## config.mk

```make
export PLATFORM = sky130hd
export DESIGN_NAME = nem_alu
export DESIGN_NICKNAME = d
export VERILOG_FILES = /design/src/hdl/nem_pkg.sv /design/src/hdl/nem_alu.sv
export VERILOG_INCLUDE_DIRS = /design/src /design/src/hdl
export SDC_FILE = /design/constraint.sdc
export NUM_CORES = 2
export LEC_CHECK = 0
export ABC_AREA = 1
export BUFFER_PORTS_ARGS = -buffer_cell sky130_fd_sc_hd__buf_2
export CAP_MARGIN = 20
export CORE_ASPECT_RATIO = 1.2
export CORE_UTILIZATION = 36
export CTS_BUF_LIST = sky130_fd_sc_hd__clkbuf_2
export DETAILED_ROUTE_END_ITERATION = 10
export SLEW_MARGIN = 20
export SYNTH_ARGS = -nofsm -noshare
export SYNTH_HDL_FRONTEND = slang
export SYNTH_SLANG_ARGS = --single-unit
```

## constraint.sdc

```tcl
create_clock -name i_core_clk -period 5.7 [get_ports i_core_clk]
set_input_delay 0.57 -clock i_core_clk [delete_from_list [all_inputs] [get_ports i_core_clk]]
set_output_delay 0.57 -clock i_core_clk [all_outputs]
set_load 0.01 [all_outputs]
```

## src/hdl/nem_defines.svh

```systemverilog
// constants for the nibble, extend, multiply and negate datapath slice
// assumes the core decoder presents one decoded instruction per request
//
// Operation
// RULE_01: nibble move copies one four-bit field
// RULE_02: software pairs nibble move with accumulator low byte
// RULE_03: nibble move keeps other half, no flags
// RULE_04: extend move replicates immediate bit seven upward
// RULE_05: extend move into pointer writes low 24
// RULE_06: extend move flags use full 32 bits
// RULE_07: software keeps extend immediate within signed byte
// RULE_08: extend move sign is msb, zero exact
// RULE_09: wide signed multiply gives 48-bit triple result
// RULE_10: unsigned multiply treats operands unsigned, writes dest
// RULE_11: byte multiply takes 8-bit, gives 16-bit
// RULE_12: byte multiply pointer low 8, upper zero
// RULE_13: software restricts word multiply destination registers
// RULE_14: word multiply into word regs fills pairs
// RULE_15: word multiply pointer dest low 24, src 16
// RULE_16: long multiply to first pair, low 32
// RULE_17: software avoids pointer source and dest byte
// RULE_18: negate replaces dest with zero minus dest
// RULE_19: negate overflow only for most negative value
// RULE_20: negate carry set on zero result
// RULE_21: negate, invert: sign msb, zero exact
// RULE_22: word negate, invert pointer upper eight zero
// RULE_23: idle instruction only advances program counter
// RULE_24: invert complements every destination bit
// RULE_25: both multiplies leave flags unchanged
`ifndef NEM_DEFINES_SVH
`define NEM_DEFINES_SVH
`define NEM_REG_AW 4
`define NEM_OFF_CTRL 4'h0
`define NEM_OFF_STAT 4'h4
`define NEM_CTRL_EN_BIT 0
`define NEM_CTRL_RST 32'h0000_0001
`define NEM_STAT_CNT_LSB 0
`define NEM_STAT_FLG_LSB 16
`define NEM_NEG_MIN_B 8'h80
`define NEM_NEG_MIN_W 16'h8000
`define NEM_PC_STEP 4'h1
`endif

```

## src/hdl/nem_pkg.sv

```systemverilog
// types shared by the datapath slice and its bench
// assumes the decoder fills a request struct each accepted cycle
package nem_pkg;
  typedef enum logic [2:0] {
    OP_NIBBLE = 3'h0, OP_EXTMOV = 3'h1, OP_SIGNED_WIDE_MULTIPLY = 3'h2, OP_UNSIGNED_MULTIPLY = 3'h3,
    OP_NEG = 3'h4, OP_IDLE = 3'h5, OP_NOT = 3'h6
  } nem_op_type;
  typedef enum logic [1:0] {
    SZ_BYTE = 2'h0, SZ_WORD = 2'h1, SZ_LONG = 2'h2
  } nem_size_type;
  typedef enum logic [1:0] {
    DIR_HH = 2'h0, DIR_HL = 2'h1, DIR_LH = 2'h2, DIR_LL = 2'h3
  } nem_dir_type;
  // where the result is to be written
  typedef enum logic [2:0] {
    TG_NONE = 3'h0, TG_DEST = 3'h1, TG_FIRST_PAIR = 3'h2,
    TG_SECOND_PAIR = 3'h3, TG_TRIPLE = 3'h4
  } nem_target_type;
  // how many result bits are meaningful
  typedef enum logic [2:0] {
    WW_BYTE = 3'h0, WW_WORD = 3'h1, WW_LONG = 3'h2,
    WW_ADDR24 = 3'h3, WW_WIDE48 = 3'h4
  } nem_width_type;
  typedef struct packed {
    nem_op_type op;
    nem_size_type size;
    nem_dir_type dir;
    logic src_is_addr;
    logic dst_is_addr;
    logic dst_word_one;
    logic [31:0] src;
    logic [31:0] dst;
    logic [31:0] pair;
  } nem_req_type;
  typedef struct packed {
    logic s;
    logic z;
    logic o;
    logic c;
  } nem_flags_type;
  typedef enum logic [1:0] {
    ST_IDLE = 2'b01, ST_DONE = 2'b10
  } nem_state_type;
endpackage : nem_pkg

```

## src/hdl/nem_alu.sv

```systemverilog
// execution slice: nibble move, extend move, multiplies, negate, idle, invert
// assumes decoded operands arrive with the request and that the core
// writes the result back to the target named in the answer
//
// The address map and strobed register access were decided locally.
`include "nem_defines.svh"
module nem_alu #(
  parameter int CNT_W = 16
) (
  // clock and reset
  input wire logic i_core_clk,
  input wire logic i_rst_b,
  // decoded request
  input wire logic i_req_valid,
  input wire nem_pkg::nem_req_type i_req,
  // result
  output logic o_done,
  output logic o_refused,
  output nem_pkg::nem_target_type o_target,
  output nem_pkg::nem_width_type o_width,
  output logic [47:0] o_result,
  output nem_pkg::nem_flags_type o_flag_we,
  output nem_pkg::nem_flags_type o_flags,
  output logic [3:0] o_pc_inc,
  // register port
  input wire logic [`NEM_REG_AW-1:0] i_reg_addr,
  input wire logic [31:0] i_reg_wdata,
  input wire logic i_reg_wr,
  input wire logic i_reg_rd,
  output logic [31:0] o_reg_rdata
);

  // the counter field is 16 bits wide in the status word
  if (CNT_W < 1 || CNT_W > 16) begin : g_bad_cnt
    $error("nem_alu: CNT_W must be 1 to 16");
  end

  // request fields
  wire nem_pkg::nem_op_type op = i_req.op;
  wire nem_pkg::nem_size_type sz = i_req.size;
  wire nem_pkg::nem_dir_type dir = i_req.dir;
  wire logic [31:0] src = i_req.src;
  wire logic [31:0] dst = i_req.dst;
  wire logic is_byte = (sz == nem_pkg::SZ_BYTE);
  wire logic is_word = (sz == nem_pkg::SZ_WORD);

  // control register: enable gates acceptance of requests
  logic [31:0] ctrl_reg;
  logic [31:0] ctrl_next;
  logic [CNT_W-1:0] cnt_reg;
  logic [CNT_W-1:0] cnt_next;
  nem_pkg::nem_flags_type last_flg_reg;
  nem_pkg::nem_flags_type last_flg_next;
  wire logic enabled = ctrl_reg[`NEM_CTRL_EN_BIT];
  wire logic accept = i_req_valid & enabled;
  wire logic refuse = i_req_valid & ~enabled;

  // nibble move: pick the source half, place it, keep the other half
  wire logic nib_from_high = (dir == nem_pkg::DIR_HH) | (dir == nem_pkg::DIR_HL);
  wire logic nib_to_high = (dir == nem_pkg::DIR_HH) | (dir == nem_pkg::DIR_LH);
  wire logic [3:0] nib_src = nib_from_high ? src[7:4] : src[3:0]; // [RULE_01]
  wire logic [7:0] nib_res = nib_to_high ? {nib_src, dst[3:0]}
                                         : {dst[7:4], nib_src}; // [RULE_01] [RULE_03]

  // extend move: flags on all 32 bits even if a pointer gets only 24
  wire logic [31:0] ext_val = {{24{src[7]}}, src[7:0]}; // [RULE_04]
  wire logic [47:0] ext_res = i_req.dst_is_addr ? {24'h0, ext_val[23:0]}
                                                : {16'h0, ext_val}; // [RULE_05]
  wire logic ext_s = ext_val[31]; // [RULE_06] [RULE_08]
  wire logic ext_z = (ext_val == 32'h0); // [RULE_06] [RULE_08]

  // wide signed multiply: 16-bit source times first pair, 48-bit product
  wire logic signed [47:0] mx_a = $signed({{32{src[15]}}, src[15:0]});
  wire logic signed [47:0] mx_b = $signed({{16{i_req.pair[31]}}, i_req.pair});
  wire logic signed [47:0] mx_p = mx_a * mx_b; // [RULE_09]

  // unsigned multiply operands; pointers contribute only their low bits
  wire logic [31:0] lsrc = i_req.src_is_addr ? {8'h0, src[23:0]} : src; // [RULE_16]
  wire logic [31:0] mu_a = is_byte ? {24'h0, src[7:0]}
                         : is_word ? {16'h0, src[15:0]} : lsrc; // [RULE_12] [RULE_15]
  wire logic [31:0] mu_b = is_byte ? {24'h0, dst[7:0]}
                         : is_word ? {16'h0, dst[15:0]} : dst; // [RULE_12]
  wire logic [63:0] mu_p = {32'h0, mu_a} * {32'h0, mu_b}; // [RULE_10] [RULE_11]
  logic [47:0] mu_res;
  nem_pkg::nem_target_type mu_tg;
  nem_pkg::nem_width_type mu_ww;

  // unsigned multiply write-back by size and destination kind
  always_comb begin
    mu_res = {16'h0, mu_p[31:0]};
    mu_tg = nem_pkg::TG_DEST;
    mu_ww = nem_pkg::WW_LONG;
    if (is_byte) begin
      mu_res = {32'h0, mu_p[15:0]}; // [RULE_11]
      mu_ww = i_req.dst_is_addr ? nem_pkg::WW_ADDR24 : nem_pkg::WW_WORD; // [RULE_12]
    end else if (is_word && i_req.dst_is_addr) begin
      mu_res = {24'h0, mu_p[23:0]}; // [RULE_15]
      mu_ww = nem_pkg::WW_ADDR24;
    end else if (is_word) begin
      mu_tg = i_req.dst_word_one ? nem_pkg::TG_SECOND_PAIR
                                 : nem_pkg::TG_FIRST_PAIR; // [RULE_14]
    end else begin
      mu_tg = nem_pkg::TG_FIRST_PAIR; // [RULE_16]
    end
  end

  // negate and invert at byte or word size
  wire logic [7:0] neg_b = 8'h0 - dst[7:0]; // [RULE_18]
  wire logic [15:0] neg_w = 16'h0 - dst[15:0]; // [RULE_18]
  wire logic [7:0] not_b = ~dst[7:0]; // [RULE_24]
  wire logic [15:0] not_w = ~dst[15:0]; // [RULE_24]
  wire logic is_neg = (op == nem_pkg::OP_NEG);
  wire logic [15:0] un_w = is_neg ? neg_w : not_w;
  wire logic [7:0] un_b = is_neg ? neg_b : not_b;
  wire logic un_s = is_byte ? un_b[7] : un_w[15]; // [RULE_21]
  wire logic un_z = is_byte ? (un_b == 8'h0) : (un_w == 16'h0); // [RULE_21]
  wire logic neg_o = is_byte ? (dst[7:0] == `NEM_NEG_MIN_B)
                             : (dst[15:0] == `NEM_NEG_MIN_W); // [RULE_19]
  // the carry follows a zero result, as the instruction defines it
  wire logic neg_c = un_z; // [RULE_20]
  wire logic un_addr_w = is_word & i_req.dst_is_addr;
  wire logic [47:0] un_res = is_byte ? {40'h0, un_b}
                                     : {32'h0, un_w}; // [RULE_22]

  // operation select
  logic [47:0] res_next;
  nem_pkg::nem_target_type tg_next;
  nem_pkg::nem_width_type ww_next;
  nem_pkg::nem_flags_type we_next;
  nem_pkg::nem_flags_type fl_next;
  logic pc_next;

  always_comb begin
    res_next = 48'h0;
    tg_next = nem_pkg::TG_NONE;
    ww_next = nem_pkg::WW_BYTE;
    we_next = '0;
    fl_next = '0;
    pc_next = 1'b0;
    case (op)
      nem_pkg::OP_NIBBLE: begin
        res_next = {40'h0, nib_res};
        tg_next = nem_pkg::TG_DEST; // [RULE_03] no flag enables
      end
      nem_pkg::OP_EXTMOV: begin
        res_next = ext_res;
        tg_next = nem_pkg::TG_DEST;
        ww_next = i_req.dst_is_addr ? nem_pkg::WW_ADDR24 : nem_pkg::WW_LONG; // [RULE_05]
        we_next.s = 1'b1;
        we_next.z = 1'b1;
        fl_next.s = ext_s; // [RULE_08]
        fl_next.z = ext_z; // [RULE_08]
      end
      nem_pkg::OP_SIGNED_WIDE_MULTIPLY: begin
        res_next = 48'(mx_p);
        tg_next = nem_pkg::TG_TRIPLE; // [RULE_09]
        ww_next = nem_pkg::WW_WIDE48; // [RULE_25] flags untouched
      end
      nem_pkg::OP_UNSIGNED_MULTIPLY: begin
        res_next = mu_res;
        tg_next = mu_tg; // [RULE_10]
        ww_next = mu_ww; // [RULE_25] flags untouched
      end
      nem_pkg::OP_NEG, nem_pkg::OP_NOT: begin
        res_next = un_res;
        tg_next = nem_pkg::TG_DEST;
        ww_next = un_addr_w ? nem_pkg::WW_ADDR24
                : is_byte ? nem_pkg::WW_BYTE : nem_pkg::WW_WORD; // [RULE_22]
        we_next.s = 1'b1;
        we_next.z = 1'b1;
        we_next.o = is_neg; // [RULE_19]
        we_next.c = is_neg; // [RULE_20]
        fl_next.s = un_s; // [RULE_21]
        fl_next.z = un_z; // [RULE_21]
        fl_next.o = is_neg & neg_o; // [RULE_19]
        fl_next.c = is_neg & neg_c; // [RULE_20]
      end
      nem_pkg::OP_IDLE: begin
        pc_next = 1'b1; // [RULE_23] nothing else is written
      end
      default: begin
        tg_next = nem_pkg::TG_NONE;
      end
    endcase
  end

  // answer sequencer: one answer cycle per accepted request
  nem_pkg::nem_state_type st_reg;
  nem_pkg::nem_state_type st_next;

  always_comb begin
    st_next = st_reg;
    case (st_reg)
      nem_pkg::ST_IDLE: st_next = accept ? nem_pkg::ST_DONE : nem_pkg::ST_IDLE;
      nem_pkg::ST_DONE: st_next = accept ? nem_pkg::ST_DONE : nem_pkg::ST_IDLE;
      default: st_next = nem_pkg::ST_IDLE;
    endcase
  end

  always_ff @(posedge i_core_clk or negedge i_rst_b) begin
    if (!i_rst_b) begin
      st_reg <= nem_pkg::ST_IDLE;
    end else begin
      st_reg <= st_next;
    end
  end

  // result flops; held values are only meaningful with o_done
  always_ff @(posedge i_core_clk or negedge i_rst_b) begin
    if (!i_rst_b) begin
      o_done <= 1'b0;
      o_refused <= 1'b0;
      o_target <= nem_pkg::TG_NONE;
      o_width <= nem_pkg::WW_BYTE;
      o_result <= 48'h0;
      o_flag_we <= '0;
      o_flags <= '0;
      o_pc_inc <= 4'h0;
    end else begin
      o_done <= (st_next == nem_pkg::ST_DONE);
      o_refused <= refuse;
      o_target <= accept ? tg_next : nem_pkg::TG_NONE;
      o_width <= ww_next;
      o_result <= res_next;
      o_flag_we <= accept ? we_next : '0;
      o_flags <= fl_next;
      o_pc_inc <= (accept & pc_next) ? `NEM_PC_STEP : 4'h0; // [RULE_23]
    end
  end

  // register port decode
  wire logic hit_ctrl = (i_reg_addr == `NEM_OFF_CTRL);
  wire logic hit_stat = (i_reg_addr == `NEM_OFF_STAT);
  wire logic [15:0] cnt_ext = 16'(cnt_reg);
  wire logic [31:0] stat_word = ({16'h0, cnt_ext} << `NEM_STAT_CNT_LSB)
                              | ({28'h0, last_flg_reg} << `NEM_STAT_FLG_LSB);
  wire logic [31:0] rd_mux = hit_ctrl ? ctrl_reg : hit_stat ? stat_word : 32'h0;

  // only the enable bit is implemented; other control bits read zero
  assign ctrl_next = (i_reg_wr && hit_ctrl)
                   ? (i_reg_wdata & `NEM_CTRL_RST) : ctrl_reg;
  // a status write clears the counter, but an accept that cycle still counts
  assign cnt_next = (accept ? CNT_W'(1) : CNT_W'(0))
                  + ((i_reg_wr && hit_stat) ? CNT_W'(0) : cnt_reg);
  assign last_flg_next = (accept && (we_next != '0)) ? fl_next : last_flg_reg;

  always_ff @(posedge i_core_clk or negedge i_rst_b) begin
    if (!i_rst_b) begin
      ctrl_reg <= `NEM_CTRL_RST;
      cnt_reg <= '0;
      last_flg_reg <= '0;
      o_reg_rdata <= 32'h0;
    end else begin
      ctrl_reg <= ctrl_next;
      cnt_reg <= cnt_next;
      last_flg_reg <= last_flg_next;
      o_reg_rdata <= i_reg_rd ? rd_mux : 32'h0;
    end
  end

endmodule : nem_alu

```

Yosys cells after proc, flatten, opt, wreduce, memory -nomap -nowiden --
Cells that the tools add are included. Widths: inputs -> output; s select.
Storage, ports and cells: register bits 108, bits of input ports 147, output and inout bits 100
Operators by class: add/subtract/negate cells 3, $mul 2, equal/unequal tests 15, multiplexer cells 44, bitwise gates (word level) 12, reductions and logical operators 16
Operators with widths (number):
- $pmux 48 s5 | 1
- $mux 32 | 7
- $mux 20 | 3
- $mul 16x32->48 | 1
- $mux 16 | 3
- $mux 48 | 1
- $logic_not 32->1 | 1
- $mul 32x32->32 | 1
- $or 16x20->20 | 1
- $add 1x16->16 | 1
- $eq 16x16->1 const B | 1
- $logic_not 16->1 | 1
- $mux 2 | 8
- $mux 8 | 2
- $not 16->16 | 1
- $sub 1x16->16 const A | 1
- $pmux 3 s4 | 1
- $mux 1 | 11
- $eq 3x3->1 const B | 3
- $mux 3 | 3
- $pmux 3 s3 | 1
- $eq 8x8->1 const B | 1
- $logic_not 8->1 | 1
- $mux 4 | 2
- other kinds (19) | 35

Longest topological paths before layout --
depth in word-level cells 7, gate-level depth with buffers 42

Least setup slack after synthesis --
No wires, ideal clock.
path kind input -> register, from input i_req[102] in the netlist's numbering, to register o_result[26], data arrival time 7.322 ns, required time 5.571 ns, setup slack -1.751 ns, stages 32, path buffers 4, cells stage by stage buf_6 > buf_12 > buf_12 > nor2_1 > buf_2 > nor2_1 > clkinv_1 > nor2_1 > fa_1 > fa_1 > fa_1 > inv_1 > fa_1 > inv_1 > fa_1 > inv_1 > fa_1 > inv_1 > fa_1 > fa_1 > ha_1 > nand2_1 > nor2_1 > nand2_1 > inv_1 > nand4_1 > nand3_1 > a21o_1 > a21oi_1 > or2_2 > nand3_1 > nand3_1
On the way: cells in the longest elaborated chain, start to end 7, elaborated cells on any way between the ends 11, classes of those cells mul: 1; eq/ne: 1; mux: 7; reduce/logical: 2
Ends and longest elaborated chain:
- from (decl) | RTL line nem_alu.sv:15 | input wire nem_pkg::nem_req_type i_req,
- $eq 2x1->1 | RTL line nem_alu.sv:45 | wire logic is_word = (sz == nem_pkg::SZ_WORD);
- $mux 32 (on tied branches) | RTL line nem_alu.sv:80, nem_alu.sv:82
- $mux 32 (on tied branches) | RTL line nem_alu.sv:79, nem_alu.sv:81
- $mul 32x32->32 | RTL line nem_alu.sv:83 | wire logic [63:0] mu_p = {32'h0, mu_a} * {32'h0, mu_b};
- $mux 32 | RTL line nem_alu.sv:96 | end else if (is_word && i_req.dst_is_addr) begin
- $mux 48 (*) | RTL line nem_alu.sv:93 | if (is_byte) begin
- $pmux 48 s5 (*) | RTL line nem_alu.sv:140 | case (op)
- net res_next[26] | RTL line nem_alu.sv:126 | logic [47:0] res_next;
- to (signal assigned) | RTL line nem_alu.sv:224 | o_result <= res_next;
- to (decl) | RTL line nem_alu.sv:21 | output logic [47:0] o_result,
Mark *: on every way through the listed nets, which the timed path passes. The rest lies on a longest branch. A chain may end at the register's enable or synchronous reset.

Worst setup path in the final report --
from input i_req[102] in the netlist's numbering, to register o_result[30]
The elaborated chain is that of the path after synthesis.

==> metrics.cfg <==
[outcome]
outcome = finished with violations
violations = setup timing

[cells_and_area]
top_register = o_result
drive_above_1_share_pct = 26.6
fin_nets = 7162
areaGrowthSynthToFinish_pct = 30.4
largest_register_ffs = 48

[sta]
hold_ws_ns = 0.110
rsz0062_at_grt = true
finalCriticalPeriod_ns = 6.34
fin_crit_sh_pct = 111
fin_skew_ns = 0.0525
fmax_mhz = 158
fin_ws_ns = -0.638
final_max_slew_viol_count = 0
tns_ns = -7.95
hold_violations = 0
relSlewSlack_pct = 27.3
setup_viol = 20
max_slew.worst_pin.slew_ns = 1.09

[setup_path]
criticalPathCategory = in2reg
slowest_delay_ns = 0.63
crit_top_cell = fa_1
path_max_fanout = 5
critPathSlowestCell = fa_2
critPathRequiredTime_ns = 6.42
cp.arrival_ns = 7.05
end_kind = flop
start_kind = primary input

[synth]
postSynthAreaPerCell_um2 = 7.86
synth_seq_cells = 105
synth_top_area_cell = fa_1
synth-async-reset-ratio_pct = 100
yosysSeqAreaShare_pct = 6.67
synthTopCellsByArea = fa_1 (45%), inv_1 (13%), nand2_1 (11%)
synth_area_mm2 = 0.0394
postSynthCellCount = 5015
synth_edf_count = 0
yosysWarnings = 0
synthDistinctLibCells = 57
synth_common_cells = inv_1 (1346), nand2_1 (1119), fa_1 (894)
synth_top_area_share_pct = 45.4
yosysMostFrequentCell = inv_1
yosys_most_used_dff = dfrtp_1

[floorplanning]
die_w_um = 304
die_y_um = 365
start_util_pct = 36.4
coreArea_mm2 = 0.108
die-area_mm2 = 0.111
rows = 132
ios = 247

[routing]
vias = 35400
ant_nets = 0
drtIter0Drc = 2158
finalWirelength_um = 146000
viasPerCell = 4.85
detail_route.first_pass.iterations = 5
drc = 0
wl_per_cell_um = 20.0

[place]
dpl.hpwl_um = 125000
gp_congestion = 1.01
io_buffers = 200

[grt]
grt-ovfl-total = 0
grt_pass1_wl_um = 220000
antenna_found_initial = 12
grt_pass1_vias = 37900
gr-usage-all-layers_pct = 26.2
grt_start_max_net_pins = 73

[job]
maxCapViolCount = 0

[clocking]
ctsHtreeMaxLevel = 3
clock_latency_ns = 0.74
clock_sinks = 105
cts_tree = yes
numCtsBuffers = 9
cts.path.max_buffers = 2
path_clk_slew_ns = 0.38
root_buffer = clkbuf_2

[worst_hold_path]
hp-class = in2reg

stage by stage:
stage / std cells / utilization (%) / worst slack, ns / area [um^2]
6_report: 7300 / 47.5 / -0.638 / 51400
5_1_grt: 7297 / 47.5 / -0.734 / 51400
4_1_cts: 7224 / 45.1 / -0.584 / 48800
3_5_place_dp: 7178 / 44.2 / -2.09 / 47900
3_3_place_gp: 7178 / 44.2 / -2.02 / 47900
2_1_floorplan: 5029 / - / -1.33 / 40000
logic make-up after synthesis:
family,count (synthesis),share of synthesized area [%]
other cells,1,0.00951
compound gates,366,5.29
mux,1,0.0286
buf+inv,1561,15.2
flops,105,6.67
xor+xnor,53,1.18
fa+ha+maj,1134,53.0
simple gates,1794,18.6
path summary, 6_finish.rpt:
path | from | end | slack, ns | depth (start not counted)
max in group asynchronous | i_rst_b | cnt_ext[14] | 4.10 | 3
hold / removal | i_req[97] | o_width[1] | 0.11 | 3
min in group asynchronous | i_rst_b | o_done | 0.28 | 2
hold reg to reg | cnt_ext[2] | o_reg_rdata[2] | 0.51 | 2
setup reg to reg | ctrl_reg[0] | cnt_ext[14] | 3.09 | 11
setup / recovery | i_req[102] | o_result[30] | -0.64 | 27
cells in the final DEF (no fill, tap or decap), types with 9 or more instances in the layout:
master,count
nand2_1,1065
buf_4,697
nand2_4,22
o21a_1,10
a21oi_1,103
buf_12,73
buf_6,38
fa_2,46
inv_2,72
nand3_1,98
nand3_2,23
nor2_4,38
ha_4,49
nor2_2,52
dlygate4sd3_1,9
o21ai_2,18
buf_8,11
o21ai_1,33
conb_1,15
fa_1,848
xnor2_1,24
or2_2,40
a21oi_2,34
inv_1,1273
o21ai_0,71
buf_2,185
a21o_1,10
clkbuf_2,9
nor3_1,16
dfrtp_1,103
nand4_1,22
clkbuf_16,11
nor2_1,342
xor2_1,28
ha_1,190
nand2_2,44
worst max-delay path, delay by kind of cell:
family / cells / cell delay [ns]
AND/OR/NAND/NOR: 5 / 0.50
buffers and inverters: 8 / 0.75
adder cells (fa/ha/maj): 9 / 4.38
AO/OA/AOI/OAI: 5 / 0.83
cell type report:
| class | count | area [um^2] |
|---|---|---|
| tap | 1407 | 1760 |
| clock buffer | 9 | 45.0 |
| multi-input combinational | 3363 | 33000 |
| antenna | 7 | 17.5 |
| clock inverter | 7 | 86.3 |
| timing repair buffer | 1032 | 8720 |
| sequential | 105 | 2630 |
| fill | 10600 | 56800 |
| inverter | 1370 | 5210 |
repair_timing:
item,CTS,global route
endpoints found under the hold margin,37,0
hold buffers,9,0
resized for setup,143,506
setup endpoints to repair,37,38
cloned,3,11
pin swaps,15,202
setup buffers,18,64
per-layer routing:
layer	part of all wire (%)	track usage, %	vias up
met1	38	30.9	17700
li1	-	-	16200
met3	5.6	2.50	350
met4	5.2	10.9	12
met5	0.059	0	-
met2	51	48.5	1140
Power is left out: the tool's default activity adds up to more than one toggle a clock period on the data nets, which glitch-free logic cannot reach.
